### src/sbwu_pkg.sv
package sbwu_pkg;
  // =====================================================
  // Standby mode codes written to the standby control field
  localparam logic [2:0] SBWU_MODE_STOP = 3'h1;
  localparam logic [2:0] SBWU_MODE_SLEEP = 3'h2;
  localparam logic [2:0] SBWU_MODE_IDLE = 3'h3;
  localparam logic [2:0] SBWU_MODE_NONE = 3'h0;
  // =====================================================
  // Command kinds on the user port
  localparam logic [1:0] SBWU_CMD_STANDBY = 2'h0;
  localparam logic [1:0] SBWU_CMD_RUNSW = 2'h1;
  localparam logic [1:0] SBWU_CMD_COLDRST = 2'h2;
  // =====================================================
  // Timing
  localparam int SBWU_CLK_PERIOD_NS = 5;
  localparam int SBWU_RST_HOLD_NS = 10000;
  localparam logic [11:0] SBWU_RST_HOLD_CYC =
    12'((SBWU_RST_HOLD_NS + SBWU_CLK_PERIOD_NS - 1) / SBWU_CLK_PERIOD_NS);
  localparam logic [11:0] SBWU_NOP_MIN = 12'h008;
  localparam logic [11:0] SBWU_CNT_ZERO = 12'h000;
  localparam logic [11:0] SBWU_CNT_ONE = 12'h001;
  localparam logic [11:0] SBWU_WU_MAX = 12'hfff;
  // =====================================================
  // Sequencer states, one-hot
  typedef enum logic [7:0] {
    SBWU_S_IDLE = 8'h01,
    SBWU_S_CFG = 8'h02,
    SBWU_S_WFI = 8'h04,
    SBWU_S_NOP = 8'h08,
    SBWU_S_WAIT = 8'h10,
    SBWU_S_HOLD = 8'h20,
    SBWU_S_WARM = 8'h40,
    SBWU_S_RST = 8'h80
  } sbwu_state_t;
endpackage : sbwu_pkg
### src/sbwu_ctrl.sv
`timescale 1ns/100ps
module sbwu_ctrl import sbwu_pkg::*; #(
  parameter int N_IRQ = 16,
  parameter logic [11:0] PLL_LOCK_TICKS = 12'h0c8
) (
  input wire logic clock,
  input wire logic rst_n,
  input wire logic cmd_valid,
  input wire logic [1:0] cmd_kind,
  input wire logic [2:0] cmd_mode,
  input wire logic cmd_to_normal,
  input wire logic cmd_use_pll,
  input wire logic cmd_prio_mask_only,
  input wire logic [N_IRQ-1:0] cmd_wake_mask,
  input wire logic [11:0] cmd_settle_upper,
  input wire logic [1:0] cmd_settle_lower,
  input wire logic wake_req,
  input wire logic [1:0] osc_clock_select,
  input wire logic handling_started,
  input wire logic warmup_done,
  output logic busy,
  output logic cmd_done,
  output logic cmd_error,
  output logic [2:0] standby_mode,
  output logic warmup_src_sel_a,
  output logic warmup_src_sel_b,
  output logic [11:0] warmup_time_upper,
  output logic [1:0] warmup_time_lower,
  output logic cfg_write,
  output logic [N_IRQ-1:0] irq_enable,
  output logic watchdog_stop,
  output logic voltage_detect_stop,
  output logic ofd_reset_disable,
  output logic watchdog_reset_disable,
  output logic wfi_pulse,
  output logic ext_wake_interrupt,
  output logic dev_reset_n,
  output logic low_osc_enable,
  output logic high_osc_enable,
  output logic warmup_start
);
  // =====================================================
  // Elaboration check
  if (N_IRQ < 1 || N_IRQ > 256) begin : g_bad_nirq
    $error("N_IRQ out of range");
  end

  typedef struct packed {
    sbwu_state_t st;
    logic [11:0] cnt;
    logic pmo;
    logic busy;
    logic done;
    logic err;
    logic [2:0] mode;
    logic wup_a;
    logic wup_b;
    logic [11:0] wu_up;
    logic [1:0] wu_lo;
    logic cfg_wr;
    logic [N_IRQ-1:0] irq_en;
    logic wdt_stop;
    logic vltd_stop;
    logic ofd_rdis;
    logic wdt_rdis;
    logic wait_for_interrupt_instr;
    logic wake;
    logic rst_n_out;
    logic lso_en;
    logic hso_en;
    logic warm;
  } sbwu_regs_t;

  sbwu_regs_t r;
  sbwu_regs_t next_r;

  function automatic logic sbwu_legal_mode(input logic [2:0] m);
    return (m == SBWU_MODE_STOP) || (m == SBWU_MODE_SLEEP) || (m == SBWU_MODE_IDLE);
  endfunction : sbwu_legal_mode

  logic [12:0] pll_sum;
  assign pll_sum = {1'b0, cmd_settle_upper} + {1'b0, PLL_LOCK_TICKS};

  // =====================================================
  // Sequencer
  always_comb begin
    next_r = r;
    next_r.done = 1'b0;
    next_r.cfg_wr = 1'b0;
    next_r.wait_for_interrupt_instr = 1'b0;
    next_r.warm = 1'b0;
    case (r.st)
      SBWU_S_IDLE: begin
        next_r.busy = 1'b0;
        if (cmd_valid) begin
          next_r.err = 1'b0;
          next_r.busy = 1'b1;
          if (cmd_kind == SBWU_CMD_STANDBY) begin
            if (sbwu_legal_mode(cmd_mode)) begin
              next_r.st = SBWU_S_CFG;
              next_r.mode = cmd_mode;
              next_r.pmo = cmd_prio_mask_only;
              next_r.irq_en = cmd_wake_mask;
              next_r.wup_a = osc_clock_select[0];
              next_r.wup_b = osc_clock_select[1];
              next_r.wu_lo = cmd_settle_lower;
              if (cmd_mode == SBWU_MODE_STOP && cmd_use_pll) begin
                // Saturate so a long settle never wraps to a short warm-up
                next_r.wu_up = pll_sum[12] ? SBWU_WU_MAX : pll_sum[11:0];
              end else begin
                next_r.wu_up = cmd_settle_upper;
              end
              if (cmd_mode != SBWU_MODE_IDLE) begin
                next_r.wdt_stop = 1'b1;
                next_r.vltd_stop = 1'b1;
                next_r.ofd_rdis = 1'b1;
                next_r.wdt_rdis = 1'b1;
              end else begin
                next_r.wdt_stop = 1'b0;
                next_r.vltd_stop = 1'b0;
                next_r.ofd_rdis = 1'b0;
                next_r.wdt_rdis = 1'b0;
              end
            end else begin
              next_r.err = 1'b1;
              next_r.done = 1'b1;
              next_r.busy = 1'b0;
            end
          end else if (cmd_kind == SBWU_CMD_RUNSW) begin
            // Oscillator first; warm-up starts only once it is enabled
            next_r.st = SBWU_S_WARM;
            next_r.cnt = SBWU_CNT_ZERO;
            if (cmd_to_normal) begin
              next_r.hso_en = 1'b1;
            end else begin
              next_r.lso_en = 1'b1;
            end
          end else if (cmd_kind == SBWU_CMD_COLDRST) begin
            next_r.st = SBWU_S_RST;
            next_r.rst_n_out = 1'b0;
            next_r.cnt = SBWU_RST_HOLD_CYC;
          end else begin
            next_r.err = 1'b1;
            next_r.done = 1'b1;
            next_r.busy = 1'b0;
          end
        end
      end
      SBWU_S_CFG: begin
        next_r.cfg_wr = 1'b1;
        next_r.st = SBWU_S_WFI;
      end
      SBWU_S_WFI: begin
        next_r.wait_for_interrupt_instr = 1'b1;
        next_r.cnt = SBWU_NOP_MIN;
        next_r.st = r.pmo ? SBWU_S_NOP : SBWU_S_WAIT;
      end
      SBWU_S_NOP: begin
        // No real work until the pending-request window has passed
        next_r.cnt = r.cnt - SBWU_CNT_ONE;
        if (r.cnt == SBWU_CNT_ONE) begin
          next_r.st = SBWU_S_WAIT;
        end
      end
      SBWU_S_WAIT: begin
        if (wake_req) begin
          next_r.wake = 1'b1;
          next_r.st = SBWU_S_HOLD;
        end
      end
      SBWU_S_HOLD: begin
        if (handling_started) begin
          next_r.wake = 1'b0;
          next_r.done = 1'b1;
          next_r.st = SBWU_S_IDLE;
        end
      end
      SBWU_S_WARM: begin
        if (!r.warm && r.cnt == SBWU_CNT_ZERO) begin
          next_r.warm = 1'b1;
          next_r.cnt = SBWU_CNT_ONE;
        end else if (warmup_done && !r.warm) begin
          next_r.cnt = SBWU_CNT_ZERO;
          next_r.done = 1'b1;
          next_r.st = SBWU_S_IDLE;
        end
      end
      SBWU_S_RST: begin
        next_r.cnt = r.cnt - SBWU_CNT_ONE;
        if (r.cnt == SBWU_CNT_ONE) begin
          next_r.rst_n_out = 1'b1;
          next_r.wdt_stop = 1'b0;
          next_r.vltd_stop = 1'b0;
          next_r.ofd_rdis = 1'b0;
          next_r.wdt_rdis = 1'b0;
          next_r.wake = 1'b0;
          next_r.done = 1'b1;
          next_r.st = SBWU_S_IDLE;
        end
      end
      default: begin
        next_r.st = SBWU_S_IDLE;
      end
    endcase
  end

  always_ff @(posedge clock) begin
    if (!rst_n) begin
      r <= '0;
      r.st <= SBWU_S_IDLE;
      r.rst_n_out <= 1'b1;
    end else begin
      r <= next_r;
    end
  end

  assign busy = r.busy;
  assign cmd_done = r.done;
  assign cmd_error = r.err;
  assign standby_mode = r.mode;
  assign warmup_src_sel_a = r.wup_a;
  assign warmup_src_sel_b = r.wup_b;
  assign warmup_time_upper = r.wu_up;
  assign warmup_time_lower = r.wu_lo;
  assign cfg_write = r.cfg_wr;
  assign irq_enable = r.irq_en;
  assign watchdog_stop = r.wdt_stop;
  assign voltage_detect_stop = r.vltd_stop;
  assign ofd_reset_disable = r.ofd_rdis;
  assign watchdog_reset_disable = r.wdt_rdis;
  assign wfi_pulse = r.wait_for_interrupt_instr;
  assign ext_wake_interrupt = r.wake;
  assign dev_reset_n = r.rst_n_out;
  assign low_osc_enable = r.lso_en;
  assign high_osc_enable = r.hso_en;
  assign warmup_start = r.warm;
endmodule : sbwu_ctrl

### config.mk
export PLATFORM = sky130hd
export DESIGN_NAME = sbwu_ctrl
export DESIGN_NICKNAME = d
export VERILOG_FILES = /design/src/sbwu_pkg.sv /design/src/sbwu_ctrl.sv
export SDC_FILE = /design/constraint.sdc
export NUM_CORES = 1
export LEC_CHECK = 0
export BUFFER_PORTS_ARGS = -buffer_cell sky130_fd_sc_hd__buf_2
export CAP_MARGIN = 10
export CORE_MARGIN = 1
export CORE_UTILIZATION = 35
export DETAILED_ROUTE_END_ITERATION = 16
export SKIP_LAST_GASP = 1
export SYNTH_ARGS = -nofsm -noshare
export SYNTH_HDL_FRONTEND = slang
export SYNTH_SLANG_ARGS = --single-unit
### constraint.sdc
create_clock -name clock -period 6.6 [get_ports clock]
set_input_delay 0.66 -clock clock [delete_from_list [all_inputs] [get_ports clock]]
set_output_delay 0.66 -clock clock [all_outputs]
set_load 0.005 [all_outputs]
[Word level (Yosys, flattened, before mapping)]
Cells that the tools add are included.
Word-level totals
  memories: 0
  bits in read-only memories: 0
  latch bits: 0
  register bits after elaboration: 70
  bits in writable memories: 0
Cells by class
  equality and inequality tests: 31
  divide/modulo/power cells: 0
  $lt $le $gt $ge: 0
  shifts and indexed selects: 0
  bitwise operators: 2
  $mul: 0
  add/subtract/negate cells: 2
  reduce and logical (&&, ||, !) cells: 22
  mux-type cells: 52
Operators by type and width (count)
  8-bit one-hot mux with 8 select lines: 1
  20-bit 2-to-1 mux: 3
  8-bit 2-to-1 mux: 7
  12-bit 2-to-1 mux: 4
  12-bit one-hot mux with 4 select lines: 1
  43-bit 2-to-1 mux: 1
  19-bit 2-to-1 mux: 2
  2-bit != test (second input constant): 12
  4-bit 2-to-1 mux: 5
  5-bit AND reduction: 4
  3-bit 2-to-1 mux: 6
  1-bit 2-to-1 mux: 15
  12-bit by 8-bit adder with 13-bit output (second input constant): 1
  12-bit by 1-bit equality test with 1-bit output (second input constant): 1
  12-bit zero test: 1
  12-bit by 1-bit subtractor with 12-bit output (second input constant): 1
  3-bit != test (second input constant): 3
  9-bit AND reduction: 1
  8-bit by 1-bit equality test with 1-bit output (second input constant): 1
  8-bit by 2-bit equality test with 1-bit output (second input constant): 1
  8-bit by 3-bit equality test with 1-bit output (second input constant): 1
  8-bit by 4-bit equality test with 1-bit output (second input constant): 1
  8-bit by 5-bit equality test with 1-bit output (second input constant): 1
  8-bit by 6-bit equality test with 1-bit output (second input constant): 1
  other kinds (26): 34

[Longest topological paths before layout]
Gate-level depths: netlist (run 1).
  word-level depth: 7
  gate-level depth with buffers: 8
  mapped depth without buffers: 7

[Worst setup path before layout (run 1)]
OpenSTA, ideal clock, no wires.
  path type: input-to-reg
  start point: input port cmd_mode[1]
  end point: register r, in the netlist warmup_time_upper[10]
  setup time: 0.132 ns
  path slack: 4.374 ns
  arrival time: 2.094 ns
  stages: 6
  data required time: 6.468 ns
  cells stage by stage: nor4bb_1 > clkbuf_1 > nand3_1 > or4b_2 > o211ai_1 > a21oi_1
Between the ends
  longest elaborated chain between the ends: 4
RTL lines
  start: declaration: line sbwu_ctrl.sv:10  | input wire logic [2:0] cmd_mode,
  3-bit by 1-bit equality test with 1-bit output / 3-bit by 2-bit equality test with 1-bit output (equally long branches): line sbwu_ctrl.sv:78, sbwu_ctrl.sv:107
  1-bit logical OR (2 in a row): line sbwu_ctrl.sv:78  | return (m == SBWU_MODE_STOP) || (m == SBWU_MODE_SLEEP) || (m == SBWU_MODE_IDLE);
  4-bit AND reduction (no line)
  end signal: assignment: line sbwu_ctrl.sv:213  | r <= next_r;
  end: declaration: line sbwu_ctrl.sv:74  | sbwu_regs_t r;
Parallel ways exist; a longest one is shown, timed or not.
A chain may end at the register's enable or synchronous reset.

[Worst setup path in the final report (run 1)]
  start point: register r[69] in the netlist's numbering
  end point: register r, in the netlist warmup_time_upper[2]
Between the ends
  longest elaborated chain between the ends: 2
RTL lines
  8-bit by 1-bit equality test with 1-bit output: line sbwu_ctrl.sv:92  | case (r.st)
  4-bit AND reduction (no line)
Every way passes these cells.

==> flow_summary.ini, run 1 <==
[global_route]
grt_usage_pct = 17.3
overflow = 0
grt_pass1_vias = 2980
grt_pass1_wl_mm = 14.1
antenna_found_initial = 0
grt_max_degree = 29

[cells_and_area]
diodes = 0
layout_common_cells = buf_2, dfxtp_1, nand2_1
drive_above_1_share_pct = 25.0
area_growth_pct = 13.9
final_common_cell = buf_2
nets = 537

[die]
start_util_pct = 36.1
chipHeight_um = 102
ioPinCount = 95
rows = 36
die_x_um = 102
dieArea_um2 = 10400
core_area_um2 = 9730

[timing]
rsz0062_at_grt = no
setup_slack_ns = 3.83
tightest_slew_ns = 0.964
hold_violations = 0
maxSlewHeadroom_pct = 34.8
period_minus_slack_ns = 2.77
setup_viol = 0
final.setup.tns_ns = 0
max_freq_mhz = 361
report.final.slew_viol_count = 0
finalClockSkew_ns = 0.00942
fin_crit_sh_pct = 42.0

[flow_run]
cap_violations = 0

[clock_tree]
h-tree-depth = 3
clockRootBuffer = clkbuf_8
clk_pin_slew_ns = 0.08
cts_setup_buffers = 0
clk_path_buf_depth = 2
hold_buffers = 0
cts_tree = yes
clk_latency_ns = 0.35
cts_num_sinks = 67
cts_buffers = 9
cts_resized = 0

[logic_synthesis]
synth_edf_count = 0
yosysUniqueCellTypes = 56
yosys.area_share.simple_pct = 23.4
syn_nets = 489
yosys.area.top_type = dfxtp_1
ys_seq_area_share_pct = 38.2
synth_top_family_by_area = simple AND/OR/NAND/NOR gates
synth_async_sr_flop_share_pct = 0
yosys_warnings = 0
synth_compound_area_share_pct = 21.2
synth-main-ff-cell = dfxtp_1
synthAdderAreaFrac_pct = 2.85
syn_inst = 435
avgSynthCellArea_um2 = 8.07
synth_top_area_share_pct = 38.2
ys_ff_latch = 67
muxShareOfSynthArea_pct = 0.285
synthesis.area_um2 = 3510
synth-xor-area-share_pct = 2.24
synthTopCellsByArea = dfxtp_1, buf_4, a21oi_1, nand2_1, ha_1

[routing]
wire_per_inst_um = 14.2
drc_errors = 0
via_per_inst = 5.07
dr.pass1.iters = 4
totalWireLength_mm = 8.79
final_antenna_net_count = 0
drt_iter0_drc = 181
vias = 3146

[worst_setup_path]
slowest_delay_ns = 0.72
critPathSlowestCell = nor2_1
worstSetupPathType = reg2reg
critical_path.max_fanout = 27
crit_buf_inv = 0
end_kind = register
crit_arrival_ns = 2.98
cp.required_ns = 6.81
r2r_setup_slack_ns = 3.83
cp_top_family = simple AND/OR/NAND/NOR gates
rr_worst_depth = 5
worstReg2RegStart = r[69]
r2r_end = warmup_time_upper[2]
worstPathCellList = nor4_2 -> nand4_1 -> or2_1 -> nor2_1 -> a21oi_1
cp-start-kind = register

[power_and_ir_drop]
ir_drop_mv = 0.0976
p_per_area_nw_per_um2 = 271
p_leak_uw = 0.00169

[place]
gp_congestion = 0.945
post-dp-hpwl_mm = 6.42
port_buffers = 94
place_ws_ns = 3.64

[hold_path]
min-delay-path-class = reg2reg
hold_path_end = irq_enable[9]
min_from = irq_enable[9]
holdPathStages = 2

[status]
status = finished clean
-- layout make-up --
cell class / count / area (µm²)
Fill cell: 1011 / 5730
Multi-Input combinational cell: 298 / 1770
Sequential cell: 67 / 1340
Timing Repair Buffer: 96 / 485
Tap cell: 133 / 166
Clock buffer: 9 / 124
Clock inverter: 7 / 77.6
Inverter: 11 / 41.3
-- report_power, final --
group | internal [µW] | switching (µW) | total [µW]
sequential | 431 | 29.9 | 461
combinational | 107 | 171 | 278
clock | 177 | 168 | 345
-- layer usage --
metal  GRT usage, %  part of all wire, %  vias up
met5              0                    0        -
met2           28.3                   46       91
met3           3.69                  5.0       19
met4           7.25                  2.0        0
met1           22.0                   47     1437
li1               -                    -     1599
-- sequential cells by signal, indices dropped and copies added (netlist names) --
signal and flops:
busy 1, low_osc_enable 1, irq_enable 16, warmup_time_lower 2, cmd_done 1, warmup_time_upper 12
dev_reset_n 1, warmup_src_sel_b 1, cfg_write 1, wfi_pulse 1, warmup_start 1, watchdog_stop 1
standby_mode 3, cmd_error 1, r 21, ext_wake_interrupt 1, high_osc_enable 1, warmup_src_sel_a 1
-- per-stage QoR --
step	area (µm²)	total power [µW]	utilization [%]	hold slack (ns)	instances
3_5_place_dp	3800	744	39.1	0.444	605
5_1_grt	4000	1150	41.1	0.469	621
6_report	4000	1080	41.1	0.450	621
2_1_floorplan	3510	674	-	0.432	435
3_3_place_gp	3800	742	39.1	0.438	605
4_1_cts	4000	1090	41.1	0.454	621
-- cells by family after synthesis --
group,count (synthesis)
compound gates,120
xor+xnor,9
fa+ha+maj,8
buf+inv,70
flops,67
mux,1
simple gates,160
-- worst max-delay path by stage --
stage / end / cells past startpoint / start / slack (ns)
floorplan: warmup_time_upper[10] / 6 / cmd_mode[1] / 4.37
global placement: warmup_time_upper[1] / 7 / cmd_kind[1] / 3.73
detailed placement: warmup_time_upper[2] / 7 / cmd_kind[1] / 3.64
CTS: warmup_time_upper[2] / 5 / r[69] / 3.82
global route: warmup_time_upper[2] / 5 / r[69] / 3.55
finish: warmup_time_upper[2] / 5 / r[69] / 3.83
-- synth_stat cells, types with 2 or more instances --
cell and number:
nor2_1 25, nor3_1 14, ha_1 8, or4_4 2
o211a_1 6, nand3_1 8, xor2_1 4, buf_4 36
clkbuf_1 20, nand4b_1 2, and2_1 5, a211oi_1 5
nand2_1 64, nand4_1 5, xnor2_1 5, a21oi_1 50
a31oi_1 7, buf_6 2, nor2b_1 4, o2bb2ai_1 2
nor4_1 3, a311oi_1 3, o21ai_0 19, nor4b_1 2
and3_1 2, dfxtp_1 67, a21o_1 6, o211ai_1 9
or4_1 3, o221ai_1 2, nand2b_1 2, inv_1 10
a2bb2oi_1 2, o21ai_1 2, nor3b_1 6, or3_1 3
-- worst register-to-register path, delay by kind of cell, from the launching register on --
kind | cells | cell delay [ns]
compound gates | 1 | 0.17
simple gates | 4 | 2.07
flops | 1 | 0.41
Power figures use the tool's default switching activity.
==> inputs of run 2 (changes only) <==
Clock period 6.6 ns to 2.61 ns, I/O delays scaled along.
==> flow_summary.ini, run 2 (synthesis gave the netlist of run 1 again) <==
[timing]
maxSlewHeadroom_pct = 52.6
fin_crit_sh_pct = 84.8
report.final.slew_viol_count = 0
period_minus_slack_ns = 2.21
hold_violations = 0
max_freq_mhz = 452
setup_viol = 0
finalClockSkew_ns = 0.0109
final.setup.tns_ns = 0
rsz0062_at_grt = no
tightest_slew_ns = 0.706

[power_and_ir_drop]
p_per_area_nw_per_um2 = 719
ir_drop_mv = 0.317
report.power.total_uw = 2990
p_leak_uw = 0.00178

[worst_setup_path]
worstSetupPathType = reg2reg
crit_arrival_ns = 2.42
cp-start-kind = register
end_kind = register
cp.required_ns = 2.82
critical_path.max_fanout = 11

[global_route]
overflow = 0
grt_max_degree = 37
grt_usage_pct = 17.0
grt_pass1_wl_mm = 13.8
antenna_found_initial = 0
grt_pass1_vias = 2855

[cells_and_area]
largest_reg_flops = 21
final_common_cell = buf_2
diodes = 0
nets = 550
drive_above_1_share_pct = 26.9
area_growth_pct = 18.3
finalInstanceArea_um2 = 4160
layout_common_cells = buf_2, dfxtp_1, nand2_1
top_register = r
final_util_pct = 42.7

[clock_tree]
clk_pin_slew_ns = 0.08
clk_latency_ns = 0.35
cts_resized = 0
cts_tree = yes
cts_buffers = 9
h-tree-depth = 3
hold_buffers = 0
cts_setup_buffers = 0
clockRootBuffer = clkbuf_8
cts_num_sinks = 67
clk_path_buf_depth = 2

[routing]
final_antenna_net_count = 0
totalWireLength_mm = 8.69
vias = 3235
drc_errors = 0
drt_iter0_drc = 176
dr.pass1.iters = 5
via_per_inst = 5.10
wire_per_inst_um = 13.7

[die]
start_util_pct = 36.1
die_x_um = 102
core_area_um2 = 9730
rows = 36
chipHeight_um = 102
dieArea_um2 = 10400
ioPinCount = 95

[place]
post-dp-hpwl_mm = 6.51
port_buffers = 94
gp_congestion = 0.868
placed_area_um2 = 3910

[hold_path]
min-delay-path-class = in2reg

[flow_run]
cap_violations = 0

[status]
status = finished clean
==> run 2: cell count changes in the layout (fill, tap and decap cells not counted) <==
cell,change
clkinvlp_4,-1
bufinv_16,+2
clkinv_4,-3
buf_4,+12
inv_6,+2
buf_12,+1
==> run 2: metal layers <==
metal  GRT usage [%]  share of wire, %  wire [µm]
met2            26.7                45       3950
met4            8.13               2.0        170
met5               0                 0          0
met3            2.74               4.1        356
met1            22.8                48       4210
==> run 2: critical path, stage by stage (launching register included) <==
cell and delay, ns:
dfxtp_1 0.40, nor4_2 0.45, nand4_1 0.29, o22ai_1 0.32, and2_1 0.44, a311oi_1 0.15
==> run 2: final timing paths <==
check | start | to | slack (ns) | depth (start not counted)
min reg2reg | warmup_src_sel_b | warmup_src_sel_b | 0.45 | 2
min | cmd_settle_upper[2] | warmup_time_upper[2] | 0.14 | 3
max reg2reg | r[69] | r[52] | 0.40 | 5
max | r[69] | r[52] | 0.40 | 5
==> run 2: report_power, final <==
| group | internal, µW | total, µW | switching [µW] |
|---|---|---|---|
| clock network | 643 | 1080 | 438 |
| logic | 314 | 739 | 426 |
| registers | 1090 | 1170 | 75.6 |
==> run 2: cell type report <==
class | count | area [µm²]
Clock buffer | 9 | 124
Clock inverter | 7 | 121
Fill cell | 1011 | 5570
Inverter | 11 | 41.3
Multi-Input combinational cell | 298 | 1770
Sequential cell | 67 | 1340
Tap cell | 133 | 166
Timing Repair Buffer | 109 | 596
==> run 2: through the flow <==
stage | setup WS, ns | hold slack [ns] | cells
3_3_place_gp | 0.464 | 0.435 | 618
3_5_place_dp | 0.418 | 0.442 | 618
6_report | 0.398 | 0.140 | 634
5_1_grt | 0.152 | 0.148 | 634
4_1_cts | 0.405 | 0.130 | 634
2_1_floorplan | 0.494 | 0.389 | 435
==> inputs of run 3 (changes only) <==
Clock period 2.61 ns to 1.78 ns, I/O delays scaled along.
==> flow_summary.ini, run 3 (synthesis gave the netlist of run 1 again) <==
[status]
status = finished, violations left
failed_checks = negative setup slack

[timing]
finalClockSkew_ns = 0.00832
max_freq_mhz = 506
report.final.slew_viol_count = 0
setup_slack_ns = -0.198
hold_slack_ns = 0.0704
final.setup.tns_ns = -4.65
period_minus_slack_ns = 1.98
tightest_slew_ns = 0.768
maxSlewHeadroom_pct = 48.5
rsz0062_at_grt = yes
fin_crit_sh_pct = 111
setup_viol = 59
hold_violations = 0

[cells_and_area]
largest_reg_flops = 21
fill_cells = 867
diodes = 0
top_register = r
finalInstanceArea_um2 = 5520
layout_common_cells = buf_2, buf_4, dfxtp_1
layout.cells.non_filler = 715
final_common_cell = buf_2
drive_above_1_share_pct = 56.0
area_growth_pct = 57.1
nets = 631

[place]
placed_area_um2 = 4380
place_ws_ns = -0.213
dp_cells = 674
post-dp-hpwl_mm = 7.16
port_buffers = 94
gp_congestion = 0.850

[hold_path]
min-delay-path-class = in2reg
holdPathStages = 3

[die]
rows = 36
start_util_pct = 36.1
dieArea_um2 = 10400
chipHeight_um = 102
core_area_um2 = 9730
ioPinCount = 95
die_x_um = 102

[global_route]
overflow = 0
antenna_found_initial = 0
grt_usage_pct = 21.1
grt_pass1_wl_mm = 16.9
grt_pass1_vias = 3525
grt_max_degree = 26

[worst_setup_path]
crit_arrival_ns = 2.26
rr_worst_depth = 5
worstSetupPathType = reg2reg
cp-start-kind = register
critical_path.max_fanout = 8
cp.required_ns = 2.07
end_kind = register

[clock_tree]
clockRootBuffer = clkbuf_8
cts_tree = yes
h-tree-depth = 3
clk_pin_slew_ns = 0.08
clk_path_buf_depth = 2
cts_buffers = 9
hold_buffers = 0
cts_num_sinks = 67
clk_latency_ns = 0.34

[power_and_ir_drop]
ir_drop_mv = 0.615
p_per_area_nw_per_um2 = 948
p_leak_uw = 0.00236

[flow_run]
cap_violations = 0

[routing]
via_per_inst = 5.27
drc_errors = 0
totalWireLength_mm = 11.4
final_antenna_net_count = 0
vias = 3771
drt_iter0_drc = 137
wire_per_inst_um = 15.9
dr.pass1.iters = 4
-- run 3: final timing paths --
kind,from,endpoint,slack (ns)
worst min-delay path,cmd_settle_upper[1],warmup_time_upper[1],0.07
worst min register to register,irq_enable[14],irq_enable[14],0.47
worst max-delay path,r[62],r[60],-0.20
worst max register to register,r[62],r[60],-0.20
-- run 3: layer usage --
layer	global-route usage, %	vias to the layer above	routed length (µm)
met3	4.10	21	695
met2	36.4	142	5650
met4	8.02	0	273
met5	0	-	0
met1	25.8	1798	4770
li1	-	1810	-
-- run 3: worst max-delay path, cell delays in order, from the launching register on --
cell	delay (ns)
dfxtp_2	0.34
or4_4	0.55
or4_4	0.51
a21o_1	0.18
o211ai_1	0.17
o211a_1	0.17
-- run 3: metrics by stage --
stage          power [µW]  utilization, %
2_1_floorplan        2570               -
3_3_place_gp         3140            45.0
3_5_place_dp         3160            45.0
4_1_cts              5000            53.0
5_1_grt              5500            56.7
6_report             5230            56.7
-- run 3: area by class of cell --
class	instances	area (µm²)	share of cell area [%]
Inverter	11	41.3	0.748
Multi-Input combinational cell	300	2360	42.8
Timing Repair Buffer	188	1340	24.3
Sequential cell	67	1360	24.6
Clock buffer	11	141	2.56
Clock inverter	5	108	1.95
Tap cell	133	166	3.02
-- run 3: power by group --
group | switching, µW | total, µW | internal, µW
Clock | 608 | 1590 | 980
Combinational | 1010 | 1960 | 952
Sequential | 83.3 | 1690 | 1600
Total | 1700 | 5230 | 3530
-- run 3: repair_timing --
item	in CTS	in global routing
gates resized for setup	67	104
endpoints found under the setup margin	62	64
gates cloned	7	0
pin swaps	35	50
setup buffers	17	8
